[src/design/dac_cmd_pkg.sv]
// ============================================================
// Shared constants for the dual converter command front end.
// ============================================================
package dac_cmd_pkg;

  // ==========================================================
  // Word layout.
  // ==========================================================
  localparam int WORD_BITS = 24;      // Bits in one command word.
  localparam int CODE_BITS = 12;      // Bits in one channel code.
  localparam int CMD_MSB = 23;        // Top bit of the command field.
  localparam int CMD_LSB = 20;        // Bottom bit of the command field.
  localparam int SEL_B_BIT = 19;      // Channel B select bit.
  localparam int SEL_A_BIT = 16;      // Channel A select bit.
  localparam int CODE_MSB = 15;       // Top bit of the channel code.
  localparam int CODE_LSB = 4;        // Bottom bit of the channel code.
  localparam int PWR_B_MSB = 7;       // Channel B power field, high bit.
  localparam int PWR_B_LSB = 6;       // Channel B power field, low bit.
  localparam int PWR_A_MSB = 1;       // Channel A power field, high bit.
  localparam int PWR_A_LSB = 0;       // Channel A power field, low bit.
  localparam int MASK_A_BIT = 0;      // Strobe mask bit for channel A.
  localparam int MASK_B_BIT = 3;      // Strobe mask bit for channel B.
  localparam int REF_OFF_BIT = 0;     // Set to switch the reference off.
  localparam int LAST_BYTE = 2;       // Index of the final data byte.

  // ==========================================================
  // Bus address.
  // ==========================================================
  localparam logic [4:0] ADDR_FIXED = 5'h03;  // Upper address bits.

  // ==========================================================
  // Commands.
  // ==========================================================
  localparam logic [3:0] CMD_NOP = 4'h0;          // Do nothing.
  localparam logic [3:0] CMD_WRITE = 4'h1;        // Load input register.
  localparam logic [3:0] CMD_UPDATE = 4'h2;       // Input to DAC register.
  localparam logic [3:0] CMD_WRITE_UPDATE = 4'h3; // Load both registers.
  localparam logic [3:0] CMD_POWER = 4'h4;        // Power control.
  localparam logic [3:0] CMD_MASK = 4'h5;         // Load strobe mask.
  localparam logic [3:0] CMD_RESET = 4'h6;        // Software reset.
  localparam logic [3:0] CMD_REF = 4'h7;          // Reference setup.

  // ==========================================================
  // Values after reset.
  // ==========================================================
  localparam logic [11:0] RESET_CODE = 12'h000;   // Zero scale.
  localparam logic [3:0] RESET_POWER = 4'h0;      // Both channels normal.
  localparam logic [1:0] RESET_MASK = 2'h0;       // No channel masked.
  localparam logic [23:0] RESET_WORD = 24'h00_0000; // Empty shifter.
  localparam logic [5:0] PIN_IDLE = 6'h38; // Idle pins: bus and strobe high.

  // Bus receiver states.
  typedef enum logic [2:0] {
    S_IDLE, S_ADDR, S_ADDR_ACK, S_DATA, S_DATA_ACK
  } bus_state_t;

endpackage

[src/design/pin_sync.sv]
`timescale 1ns/1ps
// ============================================================
// Two-flop synchroniser for pins from outside the clock domain.
// ============================================================
module pin_sync #(
  parameter int WIDTH = 1,
  parameter logic [WIDTH-1:0] RST_VAL = '0 // Levels held during reset.
) (
  input wire logic clock,              // System clock.
  input wire logic resetn,             // Asynchronous reset, active low.
  input wire logic clk_en,             // Freezes the flops while low.
  input wire logic [WIDTH-1:0] din,    // Raw pin levels.
  output logic [WIDTH-1:0] dout        // Synchronised levels.
);

  logic [WIDTH-1:0] meta; // First stage, read only by the second.

  // The first stage may go metastable; only the second stage reads it.
  // Reset holds the idle pin levels so no false edge follows reset.
  always_ff @(posedge clock or negedge resetn) begin
    if (!resetn) begin
      meta <= RST_VAL;
      dout <= RST_VAL;
    end else if (clk_en) begin
      meta <= din;
      dout <= meta;
    end
  end

endmodule

[src/design/dual_dac_i2c_command_decoder.sv]
`timescale 1ns/1ps
// Operation
// RULE_01: Each write is one 24-bit word, MSB first.
// RULE_02: Bits 23..20 hold the command.
// RULE_03: Bit 19 selects B, bit 16 selects A.
// RULE_04: Bits 15..4 are the code; low four ignored.
// RULE_05: Bits enter shifter on 24 SCL falling edges.
// RULE_06: Command applies to A, B or both.
// RULE_07: Decode nop, power, mask, reset, reference, reserved.
// RULE_08: Command 1 loads input registers of selected channels.
// RULE_09: Low unmasked strobe makes input register transparent.
// RULE_10: Command 2 copies input into DAC register.
// RULE_11: Command 3 loads input and DAC registers.
// RULE_12: Code is unsigned straight binary, 0 to 4095.
// RULE_13: Gain pin low gives gain 1, high 2.
// RULE_14: Reference on at reset; off only by software.
// RULE_15: Power-on reset sets known register state.
// RULE_16: Works as slave at 100 and 400 kHz.
// RULE_17: Ignore ten-bit and general-call addressing.
// RULE_18: Address is 00011 plus two pin bits.
// RULE_19: Master sends address, command, high, low, stop.
// RULE_20: Reserved commands and empty selects change nothing.
// RULE_21: Act only after 24 bits acknowledged; stop discards.
module dual_dac_i2c_command_decoder (
  input wire logic clock,              // System clock, 250 MHz.
  input wire logic resetn,             // Asynchronous reset, active low.
  input wire logic clk_en,             // Freezes all state while low.
  input wire logic scl_in,             // Serial clock pin level.
  input wire logic sda_in,             // Serial data pin level.
  input wire logic addr_pin_low,       // Address select, bit 0.
  input wire logic addr_pin_high,      // Address select, bit 1.
  input wire logic load_strobe_n,      // Load strobe, active low.
  input wire logic gain_select_pin,    // High selects gain of two.
  output logic sda_out,                // Data drive value, always low.
  output logic sda_oe,                 // High while pulling data low.
  output logic [11:0] dac_code_a,      // Channel A DAC register.
  output logic [11:0] dac_code_b,      // Channel B DAC register.
  output logic output_gain_two,        // High when gain is two.
  output logic reference_enabled,      // High while reference is on.
  output logic [3:0] power_mode,       // {B[1:0], A[1:0]} power fields.
  output logic [1:0] strobe_mask       // {B, A} load strobe mask.
);
  import dac_cmd_pkg::*;

  // ==========================================================
  // Helpers.
  // ==========================================================

  // True when the select field of a word names the given channel.
  function automatic logic sel_hit(input logic [23:0] w, input int ch);
    sel_hit = (ch == 0) ? w[SEL_A_BIT] : w[SEL_B_BIT];
  endfunction

  // Extracts the channel code from a word; the low nibble is dropped.
  function automatic logic [11:0] code_of(input logic [23:0] w);
    code_of = w[CODE_MSB:CODE_LSB];
  endfunction

  // ==========================================================
  // Pin sampling.
  // ==========================================================
  logic [5:0] pins_sync; // Synchronised pin levels.
  logic scl_s;           // Synchronised serial clock.
  logic sda_s;           // Synchronised serial data.
  logic load_strobe_n_s;          // Synchronised load strobe, active low.
  logic gain_s;          // Synchronised gain select.
  logic [1:0] apin_s;    // Synchronised address pins.

  // Hundreds of samples per fast-mode SCL phase, so both bus speeds
  // work with no mode setting; idle reset levels avoid false edges.
  pin_sync #(.WIDTH(6), .RST_VAL(PIN_IDLE)) u_sync ( // see RULE_16
    .clock(clock),
    .resetn(resetn),
    .clk_en(clk_en),
    .din({scl_in, sda_in, load_strobe_n, gain_select_pin,
          addr_pin_high, addr_pin_low}),
    .dout(pins_sync)
  );

  assign scl_s = pins_sync[5];
  assign sda_s = pins_sync[4];
  assign load_strobe_n_s = pins_sync[3];
  assign gain_s = pins_sync[2];
  assign apin_s = pins_sync[1:0];

  logic scl_d; // Serial clock one cycle ago.
  logic sda_d; // Serial data one cycle ago.

  // Delayed copies feed the edge and condition detectors.
  always_ff @(posedge clock or negedge resetn) begin
    if (!resetn) begin
      scl_d <= 1'b1;
      sda_d <= 1'b1;
    end else if (clk_en) begin
      scl_d <= scl_s;
      sda_d <= sda_s;
    end
  end

  logic scl_rise; // Serial clock rising edge seen.
  logic scl_fall; // Serial clock falling edge seen.
  logic start_c;  // Data fell while clock high.
  logic stop_c;   // Data rose while clock high.
  assign scl_rise = scl_s & ~scl_d;
  assign scl_fall = ~scl_s & scl_d;
  assign start_c = scl_s & scl_d & sda_d & ~sda_s;
  assign stop_c = scl_s & scl_d & ~sda_d & sda_s;

  // ==========================================================
  // Bus receiver.
  // ==========================================================
  bus_state_t state;      // Receiver state.
  logic [2:0] bit_cnt;    // Bits taken in the current byte.
  logic [1:0] byte_idx;   // Data byte within the current word.
  logic have_bit;         // A bit was sampled at the last rise.
  logic bit_hold;         // Bit sampled at the last rise.
  logic [7:0] addr_byte;  // Address byte being assembled.
  logic [23:0] word;      // Input shift register.
  logic exec;             // One-cycle pulse: a whole word arrived.
  logic [7:0] next_addr;  // Address byte with the held bit added.
  logic addr_hit;         // Completed address names this slave.

  assign next_addr = {addr_byte[6:0], bit_hold};
  // Only 00011 plus the pin bits with write direction is taken, so
  // general call (all zero) and ten-bit prefixes never match.
  // Reads are not answered. (see RULE_18) (see RULE_17)
  assign addr_hit = (next_addr[7:3] == ADDR_FIXED) &&
                    (next_addr[2:1] == apin_s) && !next_addr[0];

  // SDA is sampled at SCL rise but shifted at the next fall, so a
  // start condition (also with SCL high) never counts as a data bit.
  always_ff @(posedge clock or negedge resetn) begin
    if (!resetn) begin
      state <= S_IDLE;
      bit_cnt <= 3'h0;
      byte_idx <= 2'h0;
      have_bit <= 1'b0;
      bit_hold <= 1'b0;
      addr_byte <= 8'h00;
      word <= RESET_WORD;
      exec <= 1'b0;
      sda_oe <= 1'b0;
    end else if (clk_en) begin
      exec <= 1'b0;
      if (start_c) begin
        // A start, repeated or not, always reopens address phase.
        state <= S_ADDR;
        bit_cnt <= 3'h0;
        byte_idx <= 2'h0;
        have_bit <= 1'b0;
        sda_oe <= 1'b0;
      end else if (stop_c) begin
        // A stop drops any partial word. (see RULE_21)
        state <= S_IDLE;
        byte_idx <= 2'h0;
        have_bit <= 1'b0;
        sda_oe <= 1'b0;
      end else begin
        if (scl_rise) begin
          bit_hold <= sda_s;
          have_bit <= 1'b1;
        end
        if (scl_fall) begin
          have_bit <= 1'b0;
          unique case (state)
            S_IDLE: begin
              sda_oe <= 1'b0; // Not addressed: wait for a start.
            end
            S_ADDR: begin
              if (have_bit) begin
                addr_byte <= next_addr;
                bit_cnt <= bit_cnt + 3'h1;
                if (bit_cnt == 3'h7) begin
                  state <= addr_hit ? S_ADDR_ACK : S_IDLE;
                  sda_oe <= addr_hit;
                end
              end
            end
            S_ADDR_ACK: begin
              sda_oe <= 1'b0; // Release after the ninth clock.
              state <= S_DATA;
              byte_idx <= 2'h0;
              bit_cnt <= 3'h0;
            end
            S_DATA: begin
              if (have_bit) begin
                // MSB first into the 24-bit shifter. (see RULE_01)
                word <= {word[22:0], bit_hold}; // see RULE_05
                bit_cnt <= bit_cnt + 3'h1;
                if (bit_cnt == 3'h7) begin
                  state <= S_DATA_ACK;
                  sda_oe <= 1'b1;
                end
              end
            end
            S_DATA_ACK: begin
              sda_oe <= 1'b0;
              state <= S_DATA;
              bit_cnt <= 3'h0;
              // Command, high, low bytes: the third ack ends the word.
              if (byte_idx == 2'(LAST_BYTE)) begin
                exec <= 1'b1; // see RULE_21
                byte_idx <= 2'h0;
              end else begin
                byte_idx <= byte_idx + 2'h1;
              end
            end
          endcase
        end
      end
    end
  end

  // The pin is open drain: only the enable moves.
  always_ff @(posedge clock or negedge resetn) begin
    if (!resetn) begin
      sda_out <= 1'b0;
    end else if (clk_en) begin
      sda_out <= 1'b0;
    end
  end

  // ==========================================================
  // Command decoder and channel registers.
  // ==========================================================
  logic [3:0] cmd;             // Command field of the word.
  logic [11:0] code;           // Channel code of the word.
  logic [11:0] input_reg [2];  // Input registers, index 0 is A.
  logic [11:0] dac_reg [2];    // DAC registers, index 0 is A.
  logic [1:0] ld_active;       // Strobe low and channel unmasked.

  assign cmd = word[CMD_MSB:CMD_LSB]; // see RULE_02
  assign code = code_of(word); // see RULE_04 see RULE_12
  assign ld_active = {~load_strobe_n_s & ~strobe_mask[1], ~load_strobe_n_s & ~strobe_mask[0]};
  assign dac_code_a = dac_reg[0];
  assign dac_code_b = dac_reg[1];

  // Runs on the pulse after a full acknowledged word, so the word is
  // steady; a software reset matches the reset pin exactly.
  always_ff @(posedge clock or negedge resetn) begin
    if (!resetn) begin
      for (int ch = 0; ch < 2; ch++) begin // see RULE_15
        input_reg[ch] <= RESET_CODE;
        dac_reg[ch] <= RESET_CODE;
      end
      power_mode <= RESET_POWER;
      strobe_mask <= RESET_MASK;
      reference_enabled <= 1'b1; // see RULE_14
    end else if (clk_en) begin
      // Input register is transparent while the strobe is low and the channel is unmasked.
      for (int ch = 0; ch < 2; ch++) begin
        if (ld_active[ch]) begin
          dac_reg[ch] <= input_reg[ch]; // see RULE_09
        end
      end
      if (exec) begin
        unique case (cmd) // Reserved codes reach default. see RULE_07
          CMD_NOP: begin
            // Nothing to do.
          end
          CMD_WRITE: begin
            for (int ch = 0; ch < 2; ch++) begin
              if (sel_hit(word, ch)) begin // see RULE_06 see RULE_03
                input_reg[ch] <= code; // see RULE_08
                if (ld_active[ch]) begin
                  dac_reg[ch] <= code; // see RULE_09
                end
              end
            end
          end
          CMD_UPDATE: begin
            for (int ch = 0; ch < 2; ch++) begin
              if (sel_hit(word, ch)) begin
                dac_reg[ch] <= input_reg[ch]; // see RULE_10
              end
            end
          end
          CMD_WRITE_UPDATE: begin
            for (int ch = 0; ch < 2; ch++) begin
              if (sel_hit(word, ch)) begin
                input_reg[ch] <= code; // see RULE_11
                dac_reg[ch] <= code;
              end
            end
          end
          CMD_POWER: begin
            power_mode <= {word[PWR_B_MSB:PWR_B_LSB],
                           word[PWR_A_MSB:PWR_A_LSB]};
          end
          CMD_MASK: begin
            strobe_mask <= {word[MASK_B_BIT], word[MASK_A_BIT]};
          end
          CMD_RESET: begin
            for (int ch = 0; ch < 2; ch++) begin
              input_reg[ch] <= RESET_CODE; // see RULE_07
              dac_reg[ch] <= RESET_CODE;
            end
            power_mode <= RESET_POWER;
            strobe_mask <= RESET_MASK;
            reference_enabled <= 1'b1;
          end
          CMD_REF: begin
            reference_enabled <= ~word[REF_OFF_BIT]; // see RULE_14
          end
          default: begin
            // Reserved codes leave everything alone. (see RULE_20)
          end
        endcase
      end
    end
  end

  // Gain follows the pin; it has no register of its own to program.
  always_ff @(posedge clock or negedge resetn) begin
    if (!resetn) begin
      output_gain_two <= 1'b0;
    end else if (clk_en) begin
      output_gain_two <= gain_s; // see RULE_13
    end
  end

  // ==========================================================
  // Checks.
  // ==========================================================
  a_addr_match: assert property (@(posedge clock) // see RULE_18
    disable iff (!resetn || !clk_en)
    (state == S_ADDR && scl_fall && have_bit && bit_cnt == 3'h7 &&
     !start_c && !stop_c && addr_hit) |=> (state == S_ADDR_ACK && sda_oe))
    else $error("addressed slave did not acknowledge");
  a_exec_after_ack: assert property (@(posedge clock) // see RULE_21
    disable iff (!resetn || !clk_en)
    exec |-> $past(state == S_DATA_ACK && sda_oe && byte_idx == 2'h2))
    else $error("word acted on without third acknowledge");
  a_write_input: assert property (@(posedge clock) // see RULE_08
    disable iff (!resetn || !clk_en)
    (exec && cmd == CMD_WRITE && word[SEL_A_BIT])
      |=> input_reg[0] == $past(code))
    else $error("input register A not loaded");
  a_write_update: assert property (@(posedge clock) // see RULE_11
    disable iff (!resetn || !clk_en)
    (exec && cmd == CMD_WRITE_UPDATE && word[SEL_B_BIT])
      |=> (dac_code_b == $past(code) && input_reg[1] == $past(code)))
    else $error("write and update on B failed");
  a_update_copy: assert property (@(posedge clock) // see RULE_10
    disable iff (!resetn || !clk_en)
    (exec && cmd == CMD_UPDATE && word[SEL_A_BIT])
      |=> dac_code_a == $past(input_reg[0]))
    else $error("update did not copy input register A");
  a_transparent_load: assert property (@(posedge clock) // see RULE_09
    disable iff (!resetn || !clk_en)
    (!load_strobe_n_s && !strobe_mask[0] && !exec)
      |=> dac_code_a == $past(input_reg[0]))
    else $error("strobe low did not pass input register A");
  a_soft_reset: assert property (@(posedge clock) // see RULE_07
    disable iff (!resetn || !clk_en)
    (exec && cmd == CMD_RESET) |=> (dac_code_a == RESET_CODE &&
      dac_code_b == RESET_CODE && reference_enabled && power_mode == 4'h0))
    else $error("software reset incomplete");
  a_reserved_quiet: assert property (@(posedge clock) // see RULE_20
    disable iff (!resetn || !clk_en)
    (exec && (cmd[3] || (cmd == CMD_WRITE_UPDATE &&
      !word[SEL_A_BIT] && !word[SEL_B_BIT])))
      |=> ($stable(input_reg[0]) && $stable(input_reg[1]) &&
           $stable(power_mode) && $stable(strobe_mask)))
    else $error("ignored command changed state");
  a_ref_only_sw: assert property (@(posedge clock) // see RULE_14
    disable iff (!resetn || !clk_en)
    $fell(reference_enabled) |-> $past(exec && cmd == CMD_REF))
    else $error("reference turned off without setup command");

endmodule

[config.mk]
export PLATFORM = sky130hd
export DESIGN_NAME = dual_dac_i2c_command_decoder
export DESIGN_NICKNAME = d
export VERILOG_FILES = /design/src/design/dac_cmd_pkg.sv /design/src/design/pin_sync.sv /design/src/design/dual_dac_i2c_command_decoder.sv
export SDC_FILE = /design/constraint.sdc
export NUM_CORES = 1
export LEC_CHECK = 0
export BUFFER_PORTS_ARGS = -buffer_cell sky130_fd_sc_hd__buf_2
export CORE_MARGIN = 2
export CORE_UTILIZATION = 61
export CTS_BUF_LIST = sky130_fd_sc_hd__clkbuf_2 sky130_fd_sc_hd__clkbuf_4 sky130_fd_sc_hd__clkbuf_8
export DETAILED_ROUTE_END_ITERATION = 8
export GPL_TIMING_DRIVEN = 0
export PLACE_DENSITY = 0.84
export SLEW_MARGIN = 20
export SYNTH_ARGS = -nofsm -noshare
export SYNTH_HDL_FRONTEND = slang
export SYNTH_HIERARCHICAL = 1
export SYNTH_SLANG_ARGS = --single-unit
[constraint.sdc]
create_clock -name clock -period 2.3 [get_ports clock]
set_input_delay 0.115 -clock clock [delete_from_list [all_inputs] [get_ports clock]]
set_output_delay 0.115 -clock clock [all_outputs]
set_load 0.05 [all_outputs]
==> results_dict.tcl, run 1 <==
set metrics [dict create \
    synth.most_common_cell "dfrtp_1" \
    dp_cells 657 \
    drc_errors 0 \
    vias_per_cell 6.23 \
    coreArea_mm2 0.00915 \
    clk_pin_slew_ns 0.08 \
    switching_share 0.280 \
    cp-start-kind "flip-flop" \
    combinationalPowerShare 0.138 \
    routedWlPerCell_um 19.2 \
    clock.fmax_mhz 465 \
    clock_latency_ns 0.43 \
    finalCriticalPeriod_ns 2.15 \
    worst_pin_slew_ns 0.536 \
    synth_edf_count 0 \
    clock_sinks 113 \
    startpoint "scl_d" \
    finalWirelength_mm 13.4 \
    yosysTopAreaCell "dfrtp_1" \
    r2r_setup_slack_ns 0.15 \
    cts_buffer_depth 2 \
    cts_buffers 17 \
    leakagePower_nw 3.00 \
    grt-ovfl-total 0 \
    max_stage_delay_ns 0.56 \
    drtPass1Iterations 5 \
    ys_ff_latch 113 \
    drive_above_1_share 0.271 \
    postCtsSetupBuffers 0 \
    synth-seq-area-share 0.497 \
    antenna-diode-count 0 \
    initial_core_util 0.624 \
    async_reset_ff_frac 1.00 \
    end_kind "flip-flop" \
    arrival_ns 2.46 \
    seqPwrFrac 0.450 \
    gp_congestion 0.902 \
    dp_hpwl_mm 9.18 \
    crit_type "reg2reg" \
    design_area_mm2 0.00661 \
    crit_fanout 10 \
    core.rowCount 35 \
    setup_viol 0 \
    synthTopCellsByCount "dfrtp_1, nand2_1, mux2i_1" \
    fin_crit_sh 0.934 \
    layout_setup_ws_ns 0.151 \
    cp_cell_sequence "ha_1 > nand4_4 > nor3_4 > buf_6 > mux2_2" \
    io_pins 43 \
    drtIter0Drc 249 \
    max_cap_viol_count 0 \
    numPortBuffers 41 \
    grt_usage 0.278 \
    fin_cells 697 \
    grt_pass1_wl_mm 21.7 \
    critPathSlowestCell "dfstp_2" \
    r2r_start "scl_d" \
    finClkSkew_ns 0.0139 \
    outcome "finished, final reports clean" \
    synthTopCellsByArea "dfrtp_1, mux2i_1, mux2_2" \
    power_switching_mw 1.41 \
    clock-root-buffer "clkbuf_8" \
    hp-class "in2async" \
    crit_required_ns 2.61 \
    ys_types 50 \
    syn_to_final_growth_pct 15.8 \
    die-area_mm2 0.0101 \
    final-hold-violation-count 0 \
    synth_ff_type "dfrtp_1" \
    pwr-share-clk 0.412 \
    yosys_warnings 6 \
    syn_nets 518 \
    rsz0062_at_grt "no" \
    placed_cell_area_mm2 0.00609 \
    postRouteAntennaNets 0 \
    yosysTopAreaCellShare 0.456 \
    die_h_um 101 \
    power.internal_mw 3.61 \
    synth_cells 504 \
    synth.cell_area_mm2 0.00571 \
    cts_tree "built" \
    cellPowerDensity_mw_per_mm2 758 \
    final_net_count 587 \
    maxSlewViolCount 0 \
    die_w_um 101 \
    first_global_vias 4527 \
    syn_area_per_cell_um2 11.3 \
    dpl_worst_slack_ns 0.0121 \
    via_count 4342 \
    antenna_found_initial 0 \
    irDropWorstVdd_mv 0.524 \
    relSlewSlack 0.643 \
    grt_max_degree 60 \
    htreeDepth 4 \
]
## cell usage in the layout (no fill, tap or decap), drive strengths merged, types with 2 or more instances in the layout
cell type,instances
buf,68
dfstp,9
clkinv,3
bufinv,4
a21boi,2
and3,2
o22ai,27
a221o,24
nor3,4
xnor2,4
ha,5
clkbuf,22
nand3,8
and2,26
clkinvlp,3
a31oi,3
nand2,56
o21a,2
mux2,49
o21ai,35
a21oi,6
nor2,14
dlygate4sd3,9
dfrtp,104
a21o,3
mux2i,52
nand3b,3
nand4,4
and2b,2
o31ai,2
inv,17
## power by group through the flow
stage          combinational, mW  clock (mW)  sequential (mW)
2_1_floorplan              0.476           0             2.28
3_3_place_gp               0.641           0             2.28
3_5_place_dp               0.681           0             2.29
4_1_cts                    0.698        2.08             2.25
5_1_grt                    0.771        2.17             2.26
6_report                   0.693        2.07             2.25
## kinds of logic after synthesis
family	Yosys count	share of synthesized area
multiplexers	101	0.194
adder cells (fa/ha/maj)	5	0.0110
other	1	0.000657
XOR/XNOR	5	0.00767
flip-flops	113	0.497
buffers and inverters	44	0.0403
AO/OA/AOI/OAI	110	0.135
AND/OR/NAND/NOR	125	0.114
## final cells by class
| class | instances | area [um^2] |
|---|---|---|
| tap | 111 | 139 |
| timing repair buffer | 51 | 329 |
| clock buffer | 17 | 234 |
| buffer | 31 | 181 |
| multi-input combinational | 347 | 2640 |
| inverter | 12 | 45.0 |
| clock inverter | 15 | 205 |
| fill | 614 | 2540 |
| sequential | 113 | 2840 |
## worst paths after layout
path	cells past startpoint	to
max	5	word[12]
max in group asynchronous	3	strobe_mask[0]
min in group clock	3	u_sync/meta[1]
min	2	dac_code_a[8]
min reg2reg	2	sda_oe
max reg2reg	5	word[12]
## metal layers
metal	GRT usage	share of wire	vias up
li1	-	-	1976
met1	0.319	0.39	2189
met2	0.487	0.52	143
met3	0.0555	0.045	34
met4	0.149	0.040	0
met5	0	0	-
## worst max-delay path, delay by kind of cell (launching register included)
family | cells | cell delay [ns]
muxes | 1 | 0.34
DFF | 1 | 0.56
and+or+nand+nor | 2 | 0.54
buffers and inverters | 1 | 0.22
adders and majority gates | 1 | 0.36
## stage by stage
stage	TNS, ns	hold WS (ns)	total power [mW]	util
floorplan	0	-0.181	2.76	-
global placement	-14.81	0.348	2.92	0.661
detailed placement	0	0.103	2.97	0.665
CTS	0	0.216	5.03	0.723
global route	0	0.238	5.21	0.722
finish	0	0.204	5.01	0.722
## what timing repair did
| item | 4_1_cts | 5_1_grt |
|---|---|---|
| endpoints found under the hold margin | 61 | 0 |
| resized for setup | 0 | 0 |
| pin swaps | 1 | 0 |
| endpoints found under the setup margin | 18 | 20 |
| gates cloned | 0 | 0 |
| hold buffers | 9 | 0 |
Power figures use the tool's default switching activity.
==> run 2: changes to the inputs <==
ABC_AREA = 1   (was unset)
PLACE_DENSITY = 0.83   (was 0.84)
clock period = 2.12 ns   (was 2.3 ns; I/O delays follow)
==> results_dict.tcl, run 2 <==
set metrics [dict create \
    outcome "finished, final reports clean" \
    synth.cell_area_mm2 0.00637 \
    hp-class "in2async" \
    ys_types 35 \
    startpoint "u_sync/dout[5]" \
    cellPowerDensity_mw_per_mm2 601 \
    switching_share 0.275 \
    grt_usage 0.299 \
    wl_met3_mm 1.11 \
    cp_cell_sequence "ha_1 > nand3_2 > nand3_1 > nand2_1 > nor2_1 > nand3_1 > nand2_1 > o21ai_0" \
    vias_per_cell 5.42 \
    drtPass1Iterations 5 \
    syn_area_per_cell_um2 7.28 \
    drtIter0Drc 515 \
    maxSlewViolCount 0 \
    synth-seq-area-share 0.445 \
    seqPwrFrac 0.525 \
    leakagePower_nw 3.83 \
    arrival_ns 2.20 \
    htreeDepth 4 \
    crit_required_ns 2.43 \
    drc_errors 0 \
    finalWirelength_mm 15.8 \
    worst_pin_slew_ns 0.575 \
    gp_congestion 0.896 \
    synth_cells 875 \
    grt-ovfl-total 0 \
    finalCriticalPeriod_ns 1.89 \
    clock-root-buffer "clkbuf_8" \
    coreArea_mm2 0.0102 \
    die_h_um 106 \
    rsz0062_at_grt "no" \
    syn_to_final_growth_pct 13.2 \
    max_stage_delay_ns 0.58 \
    setup_viol 0 \
    top_layer "met4" \
    die-area_mm2 0.0113 \
    irDropWorstVdd_mv 0.374 \
    synth.most_common_cell "nand2_1" \
    critPathSlowestCell "dfstp_2" \
    postRouteAntennaNets 0 \
    clock.fmax_mhz 530 \
    pwr-share-clk 0.410 \
    combinationalPowerShare 0.065 \
    cts_tree "built" \
    initial_core_util 0.623 \
    antenna_found_initial 0 \
    cp_num_buf_inv 0 \
    finalPower_mw 4.34 \
    cts_buffer_depth 2 \
    dp_cells 1053 \
    drive_above_1_share 0.160 \
    power_switching_mw 1.19 \
    core.rowCount 37 \
    grt_max_degree 80 \
    crit_family "simple AND/OR/NAND/NOR gates" \
    grt_pass1_wl_mm 26.5 \
    layout_common_cells "nand2_1, dfrtp_1, inv_1, nand3_1, buf_2" \
    clock_sinks 113 \
    cts_buffers 17 \
    fin_cells 1094 \
    fin_crit_sh 0.890 \
    holdWs_ns 0.112 \
    clock_latency_ns 0.44 \
    dp_hpwl_mm 11.2 \
    synth_ff_type "dfrtp_1" \
    synthTopCellsByCount "nand2_1, dfrtp_1, inv_1, nand3_1, o21ai_1" \
    ys_ff_latch 113 \
    numPortBuffers 41 \
    yosysTopAreaCell "dfrtp_1" \
    met2_wirelength_mm 7.30 \
    clk_pin_slew_ns 0.08 \
    syn_nets 889 \
    routedWlPerCell_um 14.5 \
    async_reset_ff_frac 1.00 \
    first_global_vias 5627 \
    fill_cells 872 \
    finClkSkew_ns 0.0123 \
    synthTopCellsByArea "dfrtp_1, nand2_1, nand3_1" \
    yosys_warnings 6 \
    relSlewSlack 0.616 \
    layout_commonest_cell "nand2_1" \
    wl_met1_mm 6.82 \
    antenna-diode-count 0 \
    r2r_start "u_sync/dout[5]" \
    end_kind "flip-flop" \
    final_net_count 959 \
    max_cap_viol_count 0 \
    final-hold-violation-count 0 \
    synth_edf_count 0 \
    power.internal_mw 3.14 \
    io_pins 43 \
    crit_type "reg2reg" \
    yosysTopAreaCellShare 0.408 \
    die_w_um 106 \
    via_count 5927 \
    cp-start-kind "flip-flop" \
    crit_fanout 6 \
]
run 2: repair_timing:
action / in CTS / in global routing
endpoints found under the hold margin: 114 / 0
hold buffers: 9 / 0
resized for setup: 0 / 2
setup buffers: 0 / 0
setup endpoints to repair: 0 / 5
run 2: final cells by class:
class / instances / area, um^2 / share of cell area
sequential: 113 / 2840 / 0.394
buffer: 39 / 278 / 0.0385
timing repair buffer: 51 / 329 / 0.0456
tap: 136 / 170 / 0.0236
clock buffer: 19 / 249 / 0.0345
inverter: 91 / 342 / 0.0474
multi-input combinational: 632 / 2920 / 0.404
clock inverter: 13 / 90.1 / 0.0125
run 2: final timing paths:
check,cells after the start,slack (ns),endpoint
worst min register to register,2,0.46,u_sync/meta[3]
worst min-delay path,2,0.11,dac_code_a[4]
max in group asynchronous,3,1.28,u_sync/dout[5]
worst max-delay path,8,0.23,state[0]
worst max register to register,8,0.23,state[0]
min in group clock,4,0.41,u_sync/meta[4]
run 2: worst register-to-register path: stages (launching register included):
cell and delay, ns:
dfstp_2 0.58, ha_1 0.24, nand3_2 0.15, nand3_1 0.15
nand2_1 0.09, nor2_1 0.14, nand3_1 0.20, nand2_1 0.11
o21ai_0 0.08
run 2: power groups by stage:
stage / clock (mW) / sequential, mW / combinational, mW
3_3_place_gp: 0 / 2.31 / 0.255
2_1_floorplan: 0 / 2.31 / 0.155
6_report: 1.78 / 2.28 / 0.283
4_1_cts: 1.79 / 2.28 / 0.285
3_5_place_dp: 0 / 2.31 / 0.270
5_1_grt: 1.90 / 2.28 / 0.319
run 2: cell families after synthesis:
kind of cell | Yosys count | synth area share
AND/OR/NAND/NOR | 524 | 0.350
buffers and inverters | 130 | 0.0970
flip-flops | 113 | 0.445
AO/OA/AOI/OAI | 99 | 0.0915
adder cells (fa/ha/maj) | 5 | 0.00982
multiplexers | 3 | 0.00530
other | 1 | 0.000588
run 2: per-stage QoR:
stage | utilization | worst slack [ns] | TNS (ns) | instance area, um^2
detailed placement | 0.663 | 0.233 | 0 | 6780
global route | 0.705 | 0.0952 | 0 | 7210
global placement | 0.660 | -0.418 | -42.82 | 6750
CTS | 0.705 | 0.217 | 0 | 7210
floorplan | - | 0.411 | 0 | 6370
finish | 0.705 | 0.233 | 0 | 7210
run 2: layer usage:
| layer | global-route usage | vias to the layer above |
|---|---|---|
| li1 | - | 2885 |
| met1 | 0.401 | 2728 |
| met2 | 0.476 | 256 |
| met3 | 0.0589 | 58 |
| met4 | 0.131 | 0 |
| met5 | 0 | - |
